[src/hdl/psc_cfg_pkg.sv]
// constants, types and register map of the packet serial channel config block
package psc_cfg_pkg;

  // ---------------------------------------------------------------
  // register indices (byte address is four times the index)
  // ---------------------------------------------------------------
  localparam logic [7:0] IDX_MODE       = 8'h84;
  localparam logic [7:0] IDX_PWR        = 8'h87;
  localparam logic [7:0] IDX_STATUS     = 8'hE9;
  localparam logic [7:0] IDX_BAUD       = 8'h94;
  localparam logic [7:0] IDX_ADDR0      = 8'h95;
  localparam logic [7:0] IDX_ADDR1      = 8'hA5;
  localparam logic [7:0] IDX_ADDR2      = 8'hB5;
  localparam logic [7:0] IDX_ADDR3      = 8'hC5;
  localparam logic [7:0] IDX_MASK0      = 8'hD5;
  localparam logic [7:0] IDX_MASK1      = 8'hE5;
  localparam logic [7:0] IDX_GAP        = 8'hA4;
  localparam logic [7:0] IDX_IRQ_EN     = 8'hC8;
  localparam logic [7:0] IDX_SLOT       = 8'hF5;
  localparam logic [7:0] IDX_IRQ_PRIO   = 8'hF8;
  localparam logic [7:0] REG_RESET      = 8'h00;

  // ---------------------------------------------------------------
  // field positions
  // ---------------------------------------------------------------
  localparam int MODE_PROTOCOL  = 0;
  localparam int MODE_PRE_LO    = 1;
  localparam int MODE_PRE_HI    = 2;
  localparam int MODE_CRC_TYPE  = 3;
  localparam int MODE_ADDR_LEN  = 4;
  localparam int MODE_CH_LO     = 5;
  localparam int MODE_CH_HI     = 6;
  localparam int MODE_EXT_TX    = 7;
  localparam int PWR_IDLE_FLAG  = 2;
  localparam int PWR_EXT_RX     = 3;
  localparam int SLOT_MSB       = 5;
  localparam int SLOT_DET       = 6;
  localparam int SLOT_JAM       = 7;
  localparam int IRQ_BITS       = 6;

  // ---------------------------------------------------------------
  // framing values
  // ---------------------------------------------------------------
  localparam logic [6:0]  PRE_LEN_00    = 7'h00;
  localparam logic [6:0]  PRE_LEN_01    = 7'h08;
  localparam logic [6:0]  PRE_LEN_10    = 7'h20;
  localparam logic [6:0]  PRE_LEN_11    = 7'h40;
  localparam logic [3:0]  CD_MARK_BITS  = 4'h2;
  localparam logic [7:0]  CD_MARK_PAT   = 8'h03;
  localparam logic [3:0]  FLAG_BITS     = 4'h8;
  localparam logic [7:0]  FLAG_PAT      = 8'h7E;
  localparam logic [5:0]  CRC16_LEN     = 6'h10;
  localparam logic [5:0]  CRC32_LEN     = 6'h20;
  localparam logic [31:0] CRC16_POLY    = 32'h0000_1021;
  localparam logic [31:0] CRC32_POLY    = 32'h04C1_1DB7;
  localparam int          BAUD_SHIFT    = 3;

  // ---------------------------------------------------------------
  // types
  // ---------------------------------------------------------------
  typedef enum logic [1:0] {
    CH_NORMAL  = 2'h0,
    CH_RAW_TX  = 2'h1,
    CH_RAW_RX  = 2'h2,
    CH_ALT_BO  = 2'h3
  } psc_chan_mode_t;

  typedef enum logic [2:0] {
    TX_IDLE = 3'h1,
    TX_DATA = 3'h2,
    TX_JAM  = 3'h4
  } psc_tx_state_t;

  typedef struct packed {
    logic        valid;
    logic [15:0] addr;
  } psc_rx_addr_t;

  typedef struct packed {
    logic valid;
    logic hit;
  } psc_accept_t;

  typedef struct packed {
    logic [IRQ_BITS-1:0] request;
    logic [IRQ_BITS-1:0] high_prio;
  } psc_irq_t;

  typedef struct packed {
    logic [6:0]  preamble_fill;
    logic [3:0]  marker_bits;
    logic [7:0]  marker_pattern;
    logic [5:0]  crc_len;
    logic [31:0] crc_poly;
  } psc_frame_cfg_t;

  typedef struct packed {
    psc_chan_mode_t chan_mode;
    logic           flag_framed;
    logic           idle_flags;
    logic [7:0]     gap_bits;
  } psc_mode_cfg_t;

  typedef struct packed {
    logic [5:0] slot;
    logic       participate;
    logic       deterministic;
    logic       jam_low;
  } psc_backoff_t;

endpackage

[src/hdl/psc_addr_cmp.sv]
// masked address comparator
`timescale 1ns/1ps
module psc_addr_cmp #(
  parameter int W = 8
) (
  input  wire logic [W-1:0] rx_value,
  input  wire logic [W-1:0] match_value,
  input  wire logic [W-1:0] dont_care,
  output      logic         hit
);

  // a one in dont_care removes that bit from the compare
  assign hit = (((rx_value ^ match_value) & ~dont_care) == {W{1'b0}});

endmodule

[src/hdl/psc_channel_cfg.sv]
// packet serial channel configuration, clocking and line coding
//
// The APB register port was decided locally.
`timescale 1ns/1ps
module psc_channel_cfg (
  input  wire logic                        pclk,
  input  wire logic                        presetn,
  input  wire logic                        psel,
  input  wire logic                        penable,
  input  wire logic                        pwrite,
  input  wire logic [11:0]                 paddr,
  input  wire logic [31:0]                 pwdata,
  output      logic [31:0]                 prdata,
  output      logic                        pready,
  output      logic                        pslverr,
  input  wire logic                        tx_clock_input,
  input  wire logic                        rx_clock_input,
  input  wire logic                        channel_rx_pin,
  output      logic                        channel_tx_pin,
  input  wire logic                        tx_frame_active,
  input  wire logic                        tx_data_bit,
  input  wire logic                        tx_crc_bit,
  input  wire logic                        collision_seen,
  output      logic                        tx_bit_taken,
  output      logic                        rx_bit_tick,
  output      logic                        rx_data_sync,
  input  wire psc_cfg_pkg::psc_rx_addr_t   rx_addr,
  output      psc_cfg_pkg::psc_accept_t    addr_accept,
  input  wire logic [5:0]                  irq_events,
  output      psc_cfg_pkg::psc_irq_t       irq_out,
  output      psc_cfg_pkg::psc_frame_cfg_t frame_cfg,
  output      psc_cfg_pkg::psc_mode_cfg_t  mode_cfg,
  output      psc_cfg_pkg::psc_backoff_t   backoff_cfg
);
  import psc_cfg_pkg::*;

  // ---------------------------------------------------------------
  // declarations
  // ---------------------------------------------------------------
  logic [7:0]     mode_ff;
  logic [7:0]     pwr_ff;
  logic [7:0]     baud_ff;
  logic [7:0]     addr_ff [0:3];
  logic [7:0]     mask_ff [0:1];
  logic [7:0]     gap_ff;
  logic [7:0]     irq_en_ff;
  logic [7:0]     slot_ff;
  logic [7:0]     irq_prio_ff;
  logic           pready_ff;
  logic           pslverr_ff;
  logic [31:0]    prdata_ff;
  logic [2:0]     pin_s1_ff;
  logic [2:0]     pin_s2_ff;
  logic [2:0]     pin_s3_ff;
  logic [11:0]    baud_cnt_ff;
  logic [11:0]    nxt_baud_cnt;
  psc_tx_state_t  tx_state_ff;
  psc_tx_state_t  nxt_tx_state;
  logic [5:0]     jam_cnt_ff;
  logic [2:0]     flag_idx_ff;
  logic           line_ff;
  logic           held_bit_ff;
  logic           tx_bit_taken_ff;
  logic           rx_bit_tick_ff;
  psc_accept_t    accept_ff;
  psc_irq_t       irq_ff;
  psc_frame_cfg_t frame_ff;
  psc_mode_cfg_t  mode_cfg_ff;
  psc_backoff_t   backoff_ff;
  logic [7:0]     idx;
  logic           idx_ok;
  logic [7:0]     rd_val;
  logic           wr_en;
  logic [8:0]     baud_plus;
  logic [11:0]    period;
  logic [11:0]    half;
  logic           int_full;
  logic           int_half;
  logic           tx_full;
  logic           tx_half;
  logic           rx_tick;
  logic           flag_framed;
  logic           cur_bit;
  logic [6:0]     pre_len;
  logic [3:0]     hit8;
  logic [1:0]     hit16;
  logic [7:0]     care8 [0:3];

  assign flag_framed = mode_ff[MODE_PROTOCOL];

  // ---------------------------------------------------------------
  // apb slave: one wait state, then pready for one cycle
  // ---------------------------------------------------------------
  assign idx   = paddr[9:2];
  assign wr_en = psel & penable & pwrite & pready_ff & idx_ok;

  always_comb
  begin
    idx_ok = (paddr[11:10] == 2'h0) && (paddr[1:0] == 2'h0);
    rd_val = 8'h00;
    unique case (idx)
      IDX_MODE:     rd_val = mode_ff;
      IDX_PWR:      rd_val = pwr_ff;
      IDX_BAUD:     rd_val = baud_ff;
      IDX_ADDR0:    rd_val = addr_ff[0];
      IDX_ADDR1:    rd_val = addr_ff[1];
      IDX_ADDR2:    rd_val = addr_ff[2];
      IDX_ADDR3:    rd_val = addr_ff[3];
      IDX_MASK0:    rd_val = mask_ff[0];
      IDX_MASK1:    rd_val = mask_ff[1];
      IDX_GAP:      rd_val = gap_ff;
      IDX_IRQ_EN:   rd_val = irq_en_ff;
      IDX_SLOT:     rd_val = slot_ff;
      IDX_IRQ_PRIO: rd_val = irq_prio_ff;
      IDX_STATUS:   rd_val = {tx_state_ff, line_ff, pin_s2_ff[2], accept_ff.hit,
                              accept_ff.valid, 1'b0};
      default:      idx_ok = 1'b0;
    endcase
  end

  always_ff @(posedge pclk or negedge presetn)
  begin
    if (!presetn)
    begin
      pready_ff  <= 1'b0;
      pslverr_ff <= 1'b0;
      prdata_ff  <= 32'h0000_0000;
    end
    else
    begin
      pready_ff <= psel & penable & ~pready_ff;
      if (psel & penable & ~pready_ff)
      begin
        pslverr_ff <= ~idx_ok;
        prdata_ff  <= (idx_ok && !pwrite) ? {24'h00_0000, rd_val} : 32'h0000_0000;
      end
      else
      begin
        pslverr_ff <= 1'b0;
      end
    end
  end

  // ---------------------------------------------------------------
  // configuration registers
  // ---------------------------------------------------------------
  // all zero after reset
  always_ff @(posedge pclk or negedge presetn)
  begin
    if (!presetn)
    begin
      mode_ff     <= REG_RESET;
      pwr_ff      <= REG_RESET;
      baud_ff     <= REG_RESET;
      addr_ff     <= '{REG_RESET, REG_RESET, REG_RESET, REG_RESET};
      mask_ff     <= '{REG_RESET, REG_RESET};
      gap_ff      <= REG_RESET;
      irq_en_ff   <= REG_RESET;
      slot_ff     <= REG_RESET;
      irq_prio_ff <= REG_RESET;
    end
    else if (wr_en)
    begin
      unique case (idx)
        IDX_MODE:     mode_ff     <= pwdata[7:0];
        IDX_PWR:      pwr_ff      <= pwdata[7:0];
        IDX_BAUD:     baud_ff     <= pwdata[7:0];
        IDX_ADDR0:    addr_ff[0]  <= pwdata[7:0];
        IDX_ADDR1:    addr_ff[1]  <= pwdata[7:0];
        IDX_ADDR2:    addr_ff[2]  <= pwdata[7:0];
        IDX_ADDR3:    addr_ff[3]  <= pwdata[7:0];
        IDX_MASK0:    mask_ff[0]  <= pwdata[7:0];
        IDX_MASK1:    mask_ff[1]  <= pwdata[7:0];
        IDX_GAP:      gap_ff      <= pwdata[7:0];
        IDX_IRQ_EN:   irq_en_ff   <= {2'h0, pwdata[5:0]};
        IDX_SLOT:     slot_ff     <= pwdata[7:0];
        IDX_IRQ_PRIO: irq_prio_ff <= {2'h0, pwdata[5:0]};
        default:      ;
      endcase
    end
  end

  // ---------------------------------------------------------------
  // pin synchronisers: 0 tx clock, 1 rx clock, 2 rx data
  // ---------------------------------------------------------------
  always_ff @(posedge pclk or negedge presetn)
  begin
    if (!presetn)
    begin
      pin_s1_ff <= 3'h0;
      pin_s2_ff <= 3'h0;
      pin_s3_ff <= 3'h0;
    end
    else
    begin
      pin_s1_ff <= {channel_rx_pin, rx_clock_input, tx_clock_input};
      pin_s2_ff <= pin_s1_ff;
      pin_s3_ff <= pin_s2_ff;
    end
  end

  // ---------------------------------------------------------------
  // baud generator and clock selection
  // ---------------------------------------------------------------
  // period is eight times baud plus one
  assign baud_plus = {1'b0, baud_ff} + 9'h001;
  assign period    = {baud_plus, 3'h0};
  assign half      = {1'b0, baud_plus, 2'h0};
  // a counter left above a shortened period wraps at once
  assign int_full  = (baud_cnt_ff >= period - 12'h001);
  assign int_half  = (baud_cnt_ff == half - 12'h001);
  assign nxt_baud_cnt = int_full ? 12'h000 : baud_cnt_ff + 12'h001;

  assign tx_full = mode_ff[MODE_EXT_TX] ? (pin_s2_ff[0] & ~pin_s3_ff[0]) : int_full;
  assign tx_half = mode_ff[MODE_EXT_TX] ? (~pin_s2_ff[0] & pin_s3_ff[0]) : int_half;
  assign rx_tick = pwr_ff[PWR_EXT_RX] ? (pin_s2_ff[1] & ~pin_s3_ff[1]) : int_full;

  always_ff @(posedge pclk or negedge presetn)
  begin
    if (!presetn)
    begin
      baud_cnt_ff    <= 12'h000;
      rx_bit_tick_ff <= 1'b0;
    end
    else
    begin
      baud_cnt_ff    <= nxt_baud_cnt;
      rx_bit_tick_ff <= rx_tick;
    end
  end

  // ---------------------------------------------------------------
  // transmit sequencer: data, collision jam, idle fill
  // ---------------------------------------------------------------
  always_comb
  begin
    nxt_tx_state = tx_state_ff;
    unique case (tx_state_ff)
      TX_IDLE:
      begin
        if (collision_seen && !flag_framed)
          nxt_tx_state = TX_JAM;
        else if (tx_frame_active)
          nxt_tx_state = TX_DATA;
      end
      TX_DATA:
      begin
        if (collision_seen && !flag_framed)
          nxt_tx_state = TX_JAM;
        else if (!tx_frame_active)
          nxt_tx_state = TX_IDLE;
      end
      TX_JAM:
      begin
        if (tx_full && (jam_cnt_ff == frame_ff.crc_len - 6'h01))
          nxt_tx_state = TX_IDLE;
      end
    endcase
  end

  always_comb
  begin
    cur_bit = 1'b1;
    unique case (tx_state_ff)
      TX_DATA: cur_bit = tx_data_bit;
      TX_JAM:  cur_bit = backoff_ff.jam_low ? 1'b0 : ~tx_crc_bit;
      TX_IDLE: cur_bit = mode_cfg_ff.idle_flags ? FLAG_PAT[3'h7 - flag_idx_ff] : 1'b1;
    endcase
  end

  always_ff @(posedge pclk or negedge presetn)
  begin
    if (!presetn)
    begin
      tx_state_ff <= TX_IDLE;
      jam_cnt_ff  <= 6'h00;
      flag_idx_ff <= 3'h0;
    end
    else
    begin
      tx_state_ff <= nxt_tx_state;
      if (tx_state_ff != TX_JAM)
        jam_cnt_ff <= 6'h00;
      else if (tx_full)
        jam_cnt_ff <= jam_cnt_ff + 6'h01;
      if (tx_state_ff != TX_IDLE || !mode_cfg_ff.idle_flags)
        flag_idx_ff <= 3'h0;
      else if (tx_full)
        flag_idx_ff <= flag_idx_ff + 3'h1;
    end
  end

  // ---------------------------------------------------------------
  // line coder
  // ---------------------------------------------------------------
  always_ff @(posedge pclk or negedge presetn)
  begin
    if (!presetn)
    begin
      line_ff         <= 1'b1;
      held_bit_ff     <= 1'b1;
      tx_bit_taken_ff <= 1'b0;
    end
    else
    begin
      tx_bit_taken_ff <= tx_full && (tx_state_ff == TX_DATA);
      if (tx_full)
      begin
        held_bit_ff <= cur_bit;
        if (mode_cfg_ff.chan_mode == CH_RAW_TX)
          line_ff <= cur_bit;
        else if (flag_framed)
          line_ff <= cur_bit ? line_ff : ~line_ff;
        // manchester first half is the inverted bit
        else
          line_ff <= ~cur_bit;
      end
      else if (tx_half && !flag_framed && mode_cfg_ff.chan_mode != CH_RAW_TX)
      begin
        line_ff <= held_bit_ff;
      end
    end
  end

  // ---------------------------------------------------------------
  // address filter
  // ---------------------------------------------------------------
  genvar g;
  generate
    for (g = 0; g < 4; g++)
    begin : g_byte
      if (g < 2)
      begin : g_masked
        assign care8[g] = mask_ff[g];
      end
      else
      begin : g_plain
        assign care8[g] = 8'h00;
      end
      // byte compare, masks on first two
      psc_addr_cmp #(.W(8)) u_cmp8 (
        .rx_value    (rx_addr.addr[7:0]),
        .match_value (addr_ff[g]),
        .dont_care   (care8[g]),
        .hit         (hit8[g])
      );
    end
    for (g = 0; g < 2; g++)
    begin : g_pair
      // pair compare, mask on first pair only
      psc_addr_cmp #(.W(16)) u_cmp16 (
        .rx_value    (rx_addr.addr),
        .match_value ({addr_ff[2*g+1], addr_ff[2*g]}),
        .dont_care   ((g == 0) ? {mask_ff[1], mask_ff[0]} : 16'h0000),
        .hit         (hit16[g])
      );
    end
  endgenerate

  always_ff @(posedge pclk or negedge presetn)
  begin
    if (!presetn)
    begin
      accept_ff <= '0;
    end
    else
    begin
      accept_ff.valid <= rx_addr.valid;
      if (rx_addr.valid)
      begin
        if (mode_ff[MODE_ADDR_LEN])
          accept_ff.hit <= (&rx_addr.addr) | (|hit16);
        else
          accept_ff.hit <= (&rx_addr.addr[7:0]) | (|hit8);
      end
    end
  end

  // ---------------------------------------------------------------
  // derived configuration
  // ---------------------------------------------------------------
  always_comb
  begin
    unique case ({mode_ff[MODE_PRE_HI], mode_ff[MODE_PRE_LO]})
      2'h0: pre_len = PRE_LEN_00;
      2'h1: pre_len = PRE_LEN_01;
      2'h2: pre_len = PRE_LEN_10;
      2'h3: pre_len = PRE_LEN_11;
    endcase
  end

  always_ff @(posedge pclk or negedge presetn)
  begin
    if (!presetn)
    begin
      frame_ff    <= '0;
      mode_cfg_ff <= '{CH_NORMAL, 1'b0, 1'b0, 8'h00};
      backoff_ff  <= '0;
      irq_ff      <= '0;
    end
    else
    begin
      if (flag_framed)
      begin
        frame_ff.preamble_fill  <= pre_len;
        frame_ff.marker_bits    <= FLAG_BITS;
        frame_ff.marker_pattern <= FLAG_PAT;
      end
      else
      begin
        // zero length unusable here, held at zero
        frame_ff.preamble_fill  <= (pre_len == PRE_LEN_00) ? PRE_LEN_00
                                   : pre_len - {3'h0, CD_MARK_BITS};
        frame_ff.marker_bits    <= CD_MARK_BITS;
        frame_ff.marker_pattern <= CD_MARK_PAT;
      end
      frame_ff.crc_len  <= mode_ff[MODE_CRC_TYPE] ? CRC32_LEN : CRC16_LEN;
      frame_ff.crc_poly <= mode_ff[MODE_CRC_TYPE] ? CRC32_POLY : CRC16_POLY;
      mode_cfg_ff.chan_mode   <= psc_chan_mode_t'(mode_ff[MODE_CH_HI:MODE_CH_LO]);
      mode_cfg_ff.flag_framed <= flag_framed;
      // idle flags only in flag mode
      mode_cfg_ff.idle_flags  <= pwr_ff[PWR_IDLE_FLAG] & flag_framed;
      mode_cfg_ff.gap_bits    <= gap_ff;
      // slot zero stays out of backoff
      backoff_ff.slot          <= slot_ff[SLOT_MSB:0];
      backoff_ff.participate   <= (slot_ff[SLOT_MSB:0] != 6'h00);
      backoff_ff.deterministic <= slot_ff[SLOT_DET];
      backoff_ff.jam_low       <= slot_ff[SLOT_JAM];
      irq_ff.request   <= irq_events & irq_en_ff[IRQ_BITS-1:0];
      irq_ff.high_prio <= irq_events & irq_en_ff[IRQ_BITS-1:0]
                          & irq_prio_ff[IRQ_BITS-1:0];
    end
  end

  // ---------------------------------------------------------------
  // outputs
  // ---------------------------------------------------------------
  assign prdata         = prdata_ff;
  assign pready         = pready_ff;
  assign pslverr        = pslverr_ff;
  assign channel_tx_pin = line_ff;
  assign tx_bit_taken   = tx_bit_taken_ff;
  assign rx_bit_tick    = rx_bit_tick_ff;
  assign rx_data_sync   = pin_s3_ff[2];
  assign addr_accept    = accept_ff;
  assign irq_out        = irq_ff;
  assign frame_cfg      = frame_ff;
  assign mode_cfg       = mode_cfg_ff;
  assign backoff_cfg    = backoff_ff;

endmodule

[config.mk]
export PLATFORM = sky130hd
export DESIGN_NAME = psc_channel_cfg
export DESIGN_NICKNAME = d
export VERILOG_FILES = /design/src/hdl/psc_cfg_pkg.sv /design/src/hdl/psc_addr_cmp.sv /design/src/hdl/psc_channel_cfg.sv
export SDC_FILE = /design/constraint.sdc
export NUM_CORES = 1
export LEC_CHECK = 0
export ABC_CLOCK_PERIOD_IN_PS = 3700
export BUFFER_PORTS_ARGS = -buffer_cell sky130_fd_sc_hd__buf_4
export CAP_MARGIN = 20
export CORE_MARGIN = 10
export CORE_UTILIZATION = 50
export CTS_CLUSTER_SIZE = 20
export DETAILED_ROUTE_END_ITERATION = 8
export PLACE_DENSITY = 0.76
export SYNTH_ARGS = -nofsm -noshare
export SYNTH_HDL_FRONTEND = slang
export SYNTH_SLANG_ARGS = --single-unit
export TNS_END_PERCENT = 1
[constraint.sdc]
create_clock -name pclk -period 3.7 [get_ports pclk]
set_input_delay 0.74 -clock pclk [delete_from_list [all_inputs] [get_ports pclk]]
set_output_delay 0.74 -clock pclk [all_outputs]
set_load 0.005 [all_outputs]
==> results.cfg, run 1 <==
[outcome]
status = complete, no violations

[timing]
tightest_slew_ns = 0.991
fmax_mhz = 278
drv_slew = 0
fin_crit_sh_pct = 97.1
rsz0062_at_grt = yes
fin_skew_ns = 0.00675
hold_violations = 0
finalSetupViolations = 0
period_needed_ns = 3.59
max_slew_margin_pct = 33.4

[power_and_ir_drop]
p_int_mw = 3.33
peakVddDrop_mv = 0.325
power.switching_mw = 1.30
clockPowerShare_pct = 36.7
comb_power_share_pct = 15.0
powerDensity_mw_per_mm2 = 399
power_mw = 4.63
p_leak_nw = 5.59
seqPwrFrac_pct = 48.4
swShare_pct = 28.0

[clocking]
cts_made_buffers = 17
clock_latency_ns = 0.44
cts_hold_buf = 0
root_buffer = clkbuf_16
clockBufferDepth = 2
clock_sinks = 191
htreeDepth = 4
cts_tree = done
path_clk_slew_ns = 0.07

[logic_synthesis]
synth_compound_area_share_pct = 9.39
synth_xor_area_share_pct = 7.49
avgSynthCellArea_um2 = 11.0
synth_area_leaders = dfrtp_1 47%, mux2_2 12%, buf_4 5.5%
yosysTopAreaCellShare_pct = 46.7
async_flop_share_pct = 100
yosys.area_share.simple_pct = 12.7
ys_types = 76
muxShareOfSynthArea_pct = 13.2
syn_inst = 914
synth_adder_area_share_pct = 1.86
yosysWarnings = 0
yosysTopAreaCell = dfrtp_1
synth_top_family_by_area = multiplexers
synth-edff-count = 0
syn-cell-area_mm2 = 0.0101
ys.flop_type = dfrtp_1
ys_ff_latch = 191
seq_area_frac_synth_pct = 47.5

[floorplanning]
fp.dieW_um = 162
start_util_pct = 51.2
fp.dieH_um = 162
core_mm2 = 0.0197
rows = 51
ios = 209
die_area_mm2 = 0.0262

[cells_and_area]
diodes = 0
drive_above_1_share_pct = 30.1
utilization_pct = 59.1
finalNetCount = 1117
final_cell_mix = 188 x dfrtp_1, 155 x buf_4, 104 x mux2_2
areaGrowthSynthToFinish_pct = 15.3
final_common_cell = dfrtp_1

[setup_path]
critical_path_class = reg2reg
path_max_fanout = 9
rrSetupSlack_ns = 0.11
worstPathArrival_ns = 3.94
cp_slowest_stage_delay_ns = 0.61
endpoint_kind = flop
start_kind = flop
crit_slowest_cell = or4b_2
required_ns = 4.05
path_cells = ha_1 > or4b_2 > a22oi_1 > o211a_1 > xor2_2 > ha_1 > a21o_1 > a21oi_1 > inv_1 > o31a_2 > nand4_1 > a211o_1 > a21boi_0
cpMostUsedCell = ha_1

[hold_path]
hp-class = in2async

[global_route]
track_usage_pct = 20.1
grt_start_max_net_pins = 81
grt_pass1_wl_mm = 41.6
grt_antenna_before_repair = 0
grt_pass1_vias = 7434
grt.overflow.total = 0

[place]
portBuffers = 134
dp_hpwl_mm = 19.9
place.gp.congestion = 0.954

[drt]
drt_iter0_markers = 704
drc = 0
wl_per_cell_um = 20.7
routed_wl_mm = 26.9
ant_nets = 0
post_drt_via_cell_ratio = 5.70
drtPass1Iterations = 7
vias = 7415

[run]
maxCapViolCount = 0
-- final timing paths --
check	from	endpoint	cells past startpoint
worst max-delay path	baud_ff[0]$_DFFE_PN0P_	tx_state_ff[2]$_DFFE_PN0P_	13
worst min-delay path	presetn	baud_cnt_ff[4]$_DFF_PN0_	1
worst max register to register	baud_ff[0]$_DFFE_PN0P_	tx_state_ff[2]$_DFFE_PN0P_	13
worst min register to register	pin_s1_ff[1]$_DFF_PN0_	pin_s2_ff[1]$_DFF_PN0_	0
max in group asynchronous	presetn	frame_cfg[12]$_DFF_PN0_	2
min in group pclk	pin_s1_ff[1]$_DFF_PN0_	pin_s2_ff[1]$_DFF_PN0_	0
-- area by class of cell --
class	instances	area [um2]
Sequential cell	191	4780
Inverter	16	60.1
Tap cell	265	332
Multi-Input combinational cell	640	4700
Clock inverter	14	109
Clock buffer	18	429
Fill cell	1610	8050
Timing Repair Buffer	157	1200
-- state kept, by name, summed over array words and instances (netlist names), 9 cells and up --
| signal | flops |
|---|---|
| mode_cfg | 11 |
| backoff_cfg | 9 |
| baud_cnt_ff | 12 |
| care8 | 16 |
| frame_cfg | 10 |
| addr_ff | 32 |
| irq_out | 12 |
-- Yosys cell counts, types with 4 or more instances --
master,n
dfrtp_1,188
mux2_2,104
buf_4,74
nor2_1,56
xnor2_1,56
nand2_1,48
clkbuf_1,32
nand3_1,25
xor2_1,25
a22oi_1,19
and3_1,19
a21oi_1,18
nand4_1,16
o21ai_0,16
ha_1,15
inv_1,15
mux2i_1,14
o22ai_1,14
nand2b_1,11
nor3_1,10
and2_1,9
a221oi_1,8
a22o_1,8
nor4_1,8
o211ai_1,8
buf_2,7
nor2b_1,6
a31oi_1,5
nand3b_1,4
or4_1,4
-- power by group through the flow --
stage | clock network, mW | registers [mW] | logic (mW)
finish | 1.70 | 2.24 | 0.693
global route | 1.80 | 2.25 | 0.772
CTS | 1.71 | 2.24 | 0.692
detailed placement | 0 | 2.28 | 0.686
global placement | 0 | 2.28 | 0.672
floorplan | 0 | 2.25 | 0.468
-- per-stage QoR --
stage | hold WS (ns) | area (um2) | TNS, ns | setup slack (ns) | cells
detailed placement | 0.343 | 11100 | 0 | 0.202 | 1269
floorplan | 0.331 | 10300 | 0 | 0.175 | 963
global route | 0.366 | 11600 | -0.0420 | -0.0281 | 1301
CTS | 0.356 | 11600 | 0 | 0.103 | 1301
global placement | 0.337 | 11100 | 0 | 0.220 | 1269
finish | 0.335 | 11600 | 0 | 0.108 | 1301
-- logic make-up after synthesis --
kind of cell / after synthesis
other cells: 2
fa+ha+maj: 15
compound gates: 132
simple gates: 240
flops: 191
xor+xnor: 83
mux: 119
buf+inv: 132
-- metal layers --
metal  vias up  global-route usage, %  wire, um
met5         -                      0         0
met4         0                   7.90       781
met3        60                   5.46      2640
met2       348                   31.7     12400
met1      3648                   25.7     11100
li1       3359                      -         -
-- worst max-delay path, delay by kind of cell, from the launching register on --
family	cells	cell delay, ns
XOR/XNOR	1	0.17
AND/OR/NAND/NOR	2	0.77
adder cells (fa/ha/maj)	2	0.48
flip-flops	1	0.39
AO/OA/AOI/OAI	7	1.60
buffers and inverters	1	0.09
-- timing repair --
| item | 4_1_cts | 5_1_grt |
|---|---|---|
| endpoints found under the setup margin | 0 | 5 |
| resized for setup | 0 | 2 |
| endpoints found under the hold margin | 0 | 0 |
| setup buffers | 0 | 0 |
(Power assumes the default switching activity.)
==> run 2, diff against run 1 <==
--- a/config.mk
+++ b/config.mk
@@ -5,14 +5,14 @@
 export SDC_FILE = /design/constraint.sdc
 export NUM_CORES = 1
 export LEC_CHECK = 0
-export ABC_CLOCK_PERIOD_IN_PS = 3700
+export ABC_CLOCK_PERIOD_IN_PS = 3400
 export BUFFER_PORTS_ARGS = -buffer_cell sky130_fd_sc_hd__buf_4
 export CAP_MARGIN = 20
 export CORE_MARGIN = 10
-export CORE_UTILIZATION = 50
+export CORE_UTILIZATION = 55
 export CTS_CLUSTER_SIZE = 20
 export DETAILED_ROUTE_END_ITERATION = 8
-export PLACE_DENSITY = 0.76
+export PLACE_DENSITY = 0.79
 export SYNTH_ARGS = -nofsm -noshare
 export SYNTH_HDL_FRONTEND = slang
 export SYNTH_SLANG_ARGS = --single-unit
==> constraint.sdc (replaced) <==
create_clock -name pclk -period 3.4 [get_ports pclk]
set_input_delay 0.68 -clock pclk [delete_from_list [all_inputs] [get_ports pclk]]
set_output_delay 0.68 -clock pclk [all_outputs]
set_load 0.005 [all_outputs]
==> results.cfg, run 2 (same netlist as run 1, synthesis figures left out) <==
[drt]
drtPass1Iterations = 5
routed_wl_mm = 27.3
drc = 0
wl_per_cell_um = 21.3
post_drt_via_cell_ratio = 5.97
drt_iter0_markers = 683
vias = 7644
ant_nets = 0

[timing]
hold_violations = 0
fin_skew_ns = 0.00933
max_slew_margin_pct = 54.3
hold_slack_ns = 0.259
period_needed_ns = 3.30
fin_crit_sh_pct = 97.0
rsz0062_at_grt = yes
tightest_slew_ns = 0.685
finalSetupViolations = 0
drv_slew = 0
fmax_mhz = 303

[setup_path]
r2r_cells = 14
crit_family = compound AO/OA/AOI/OAI gates
required_ns = 3.73
worstPathArrival_ns = 3.63
endpoint_kind = flop
crit_slowest_cell = or4b_4
start_kind = flop
cp.buffers_inverters = 3
path_cells = ha_2 > or4b_4 > a22oi_2 > o211a_1 > xor2_2 > ha_1 > a21o_1 > a21oi_2 > inv_2 > o31a_1 > buf_4 > buf_4 > xnor2_2 > nor2_1
critical_path_depth = 14
cpMostUsedCell = buf_4
path_max_fanout = 8
critical_path_class = reg2reg
cp_slowest_stage_delay_ns = 0.49

[cells_and_area]
finalNetCount = 1132
areaGrowthSynthToFinish_pct = 17.3
diodes = 0
regMostFlops = addr_ff
drive_above_1_share_pct = 32.3
largest_reg_flops = 32
final_cell_mix = 188 x dfrtp_1, 170 x buf_4, 104 x mux2_2
final_common_cell = dfrtp_1

[place]
place.gp.congestion = 0.937
portBuffers = 134
dp_hpwl_mm = 20.0

[clocking]
root_buffer = clkbuf_16
clock_sinks = 191
cts_made_buffers = 17
path_clk_slew_ns = 0.07
htreeDepth = 4
clockBufferDepth = 2
cts_tree = done
clock_latency_ns = 0.45

[global_route]
grt.overflow.total = 0
grt_pass1_vias = 7488
grt_antenna_before_repair = 0
grt_pass1_wl_mm = 42.3
track_usage_pct = 22.0
grt_start_max_net_pins = 84

[floorplanning]
start_util_pct = 56.1
fp.dieW_um = 155
rows = 49
core_mm2 = 0.0180
die_area_mm2 = 0.0241
fp.dieH_um = 155
ios = 209

[power_and_ir_drop]
p_leak_nw = 5.72
peakVddDrop_mv = 0.394
powerDensity_mw_per_mm2 = 457
power_mw = 5.40

[outcome]
status = complete, no violations

[hold_path]
hp-class = in2async

[run]
maxCapViolCount = 0
run 2: cell types whose count changed in the layout (fill, tap and decap cells not counted), moves of 3 or more:
cell / before / now
a21oi_1: 18 / 13
a21oi_2: 0 / 5
buf_4: 155 / 170
bufinv_16: 0 / 3
clkinvlp_4: 5 / 2
inv_8: 0 / 3
run 2: final timing paths:
| path | startpoint | to | slack (ns) |
|---|---|---|---|
| min | presetn | baud_cnt_ff[4]$_DFF_PN0_ | 0.26 |
| max in group asynchronous | presetn | channel_tx_pin$_DFFE_PN1P_ | 2.24 |
| min reg2reg | pin_s1_ff[1]$_DFF_PN0_ | pin_s2_ff[1]$_DFF_PN0_ | 0.35 |
| min in group pclk | rx_clock_input | pin_s1_ff[1]$_DFF_PN0_ | 0.34 |
| max | baud_ff[0]$_DFFE_PN0P_ | jam_cnt_ff[0]$_DFFE_PN0P_ | 0.10 |
| max reg2reg | baud_ff[0]$_DFFE_PN0P_ | jam_cnt_ff[0]$_DFFE_PN0P_ | 0.10 |
run 2: power breakdown:
| part | switching, mW | internal [mW] | leakage, nW |
|---|---|---|---|
| Sequential | 0.0846 | 2.35 | 2.61 |
| Combinational | 0.451 | 0.396 | 2.82 |
| Clock | 0.936 | 1.18 | 0.301 |
| Total | 1.47 | 3.93 | 5.72 |
run 2: worst reg2reg max path: cells and delay by family (launching register included):
family,cells,cell delay (ns)
AO/OA/AOI/OAI,5,1.10
AND/OR/NAND/NOR,2,0.55
adder cells (fa/ha/maj),2,0.47
flip-flops,1,0.38
buffers and inverters,3,0.36
XOR/XNOR,2,0.31
run 2: what timing repair did:
| item | in CTS | in global routing |
|---|---|---|
| setup endpoints to repair | 8 | 12 |
| hold buffers | 0 | 0 |
| setup buffers | 1 | 5 |
| pin swaps | 4 | 9 |
| gates resized for setup | 4 | 14 |
run 2: cell type report:
class                           count  area [um2]
Fill cell                        1348        6150
Tap cell                          229         287
Timing Repair Buffer              172        1310
Multi-Input combinational cell    640        4750
Inverter                           16        60.1
Sequential cell                   191        4780
Clock buffer                       17         425
Clock inverter                     15         196
run 2: per-layer routing:
metal,up-vias,global-route usage (%),part of all wire [%]
met5,-,0,0
met1,3799,28.7,41
met3,61,6.56,10
met4,0,7.80,2.4
met2,374,34.2,47
li1,3410,-,-
run 2: per-stage QoR:
| stage | util [%] | setup slack, ns | cells | setup TNS [ns] | area, um2 |
|---|---|---|---|---|---|
| detailed placement | 61.7 | -0.0955 | 1242 | -0.119 | 11100 |
| floorplan | - | -0.0367 | 963 | -0.0411 | 10300 |
| global placement | 61.7 | 0.00479 | 1242 | 0 | 11100 |
| finish | 65.8 | 0.103 | 1280 | 0 | 11800 |
| global route | 65.8 | -0.0476 | 1280 | -0.116 | 11800 |
| CTS | 65.3 | -0.0113 | 1275 | -0.0113 | 11700 |
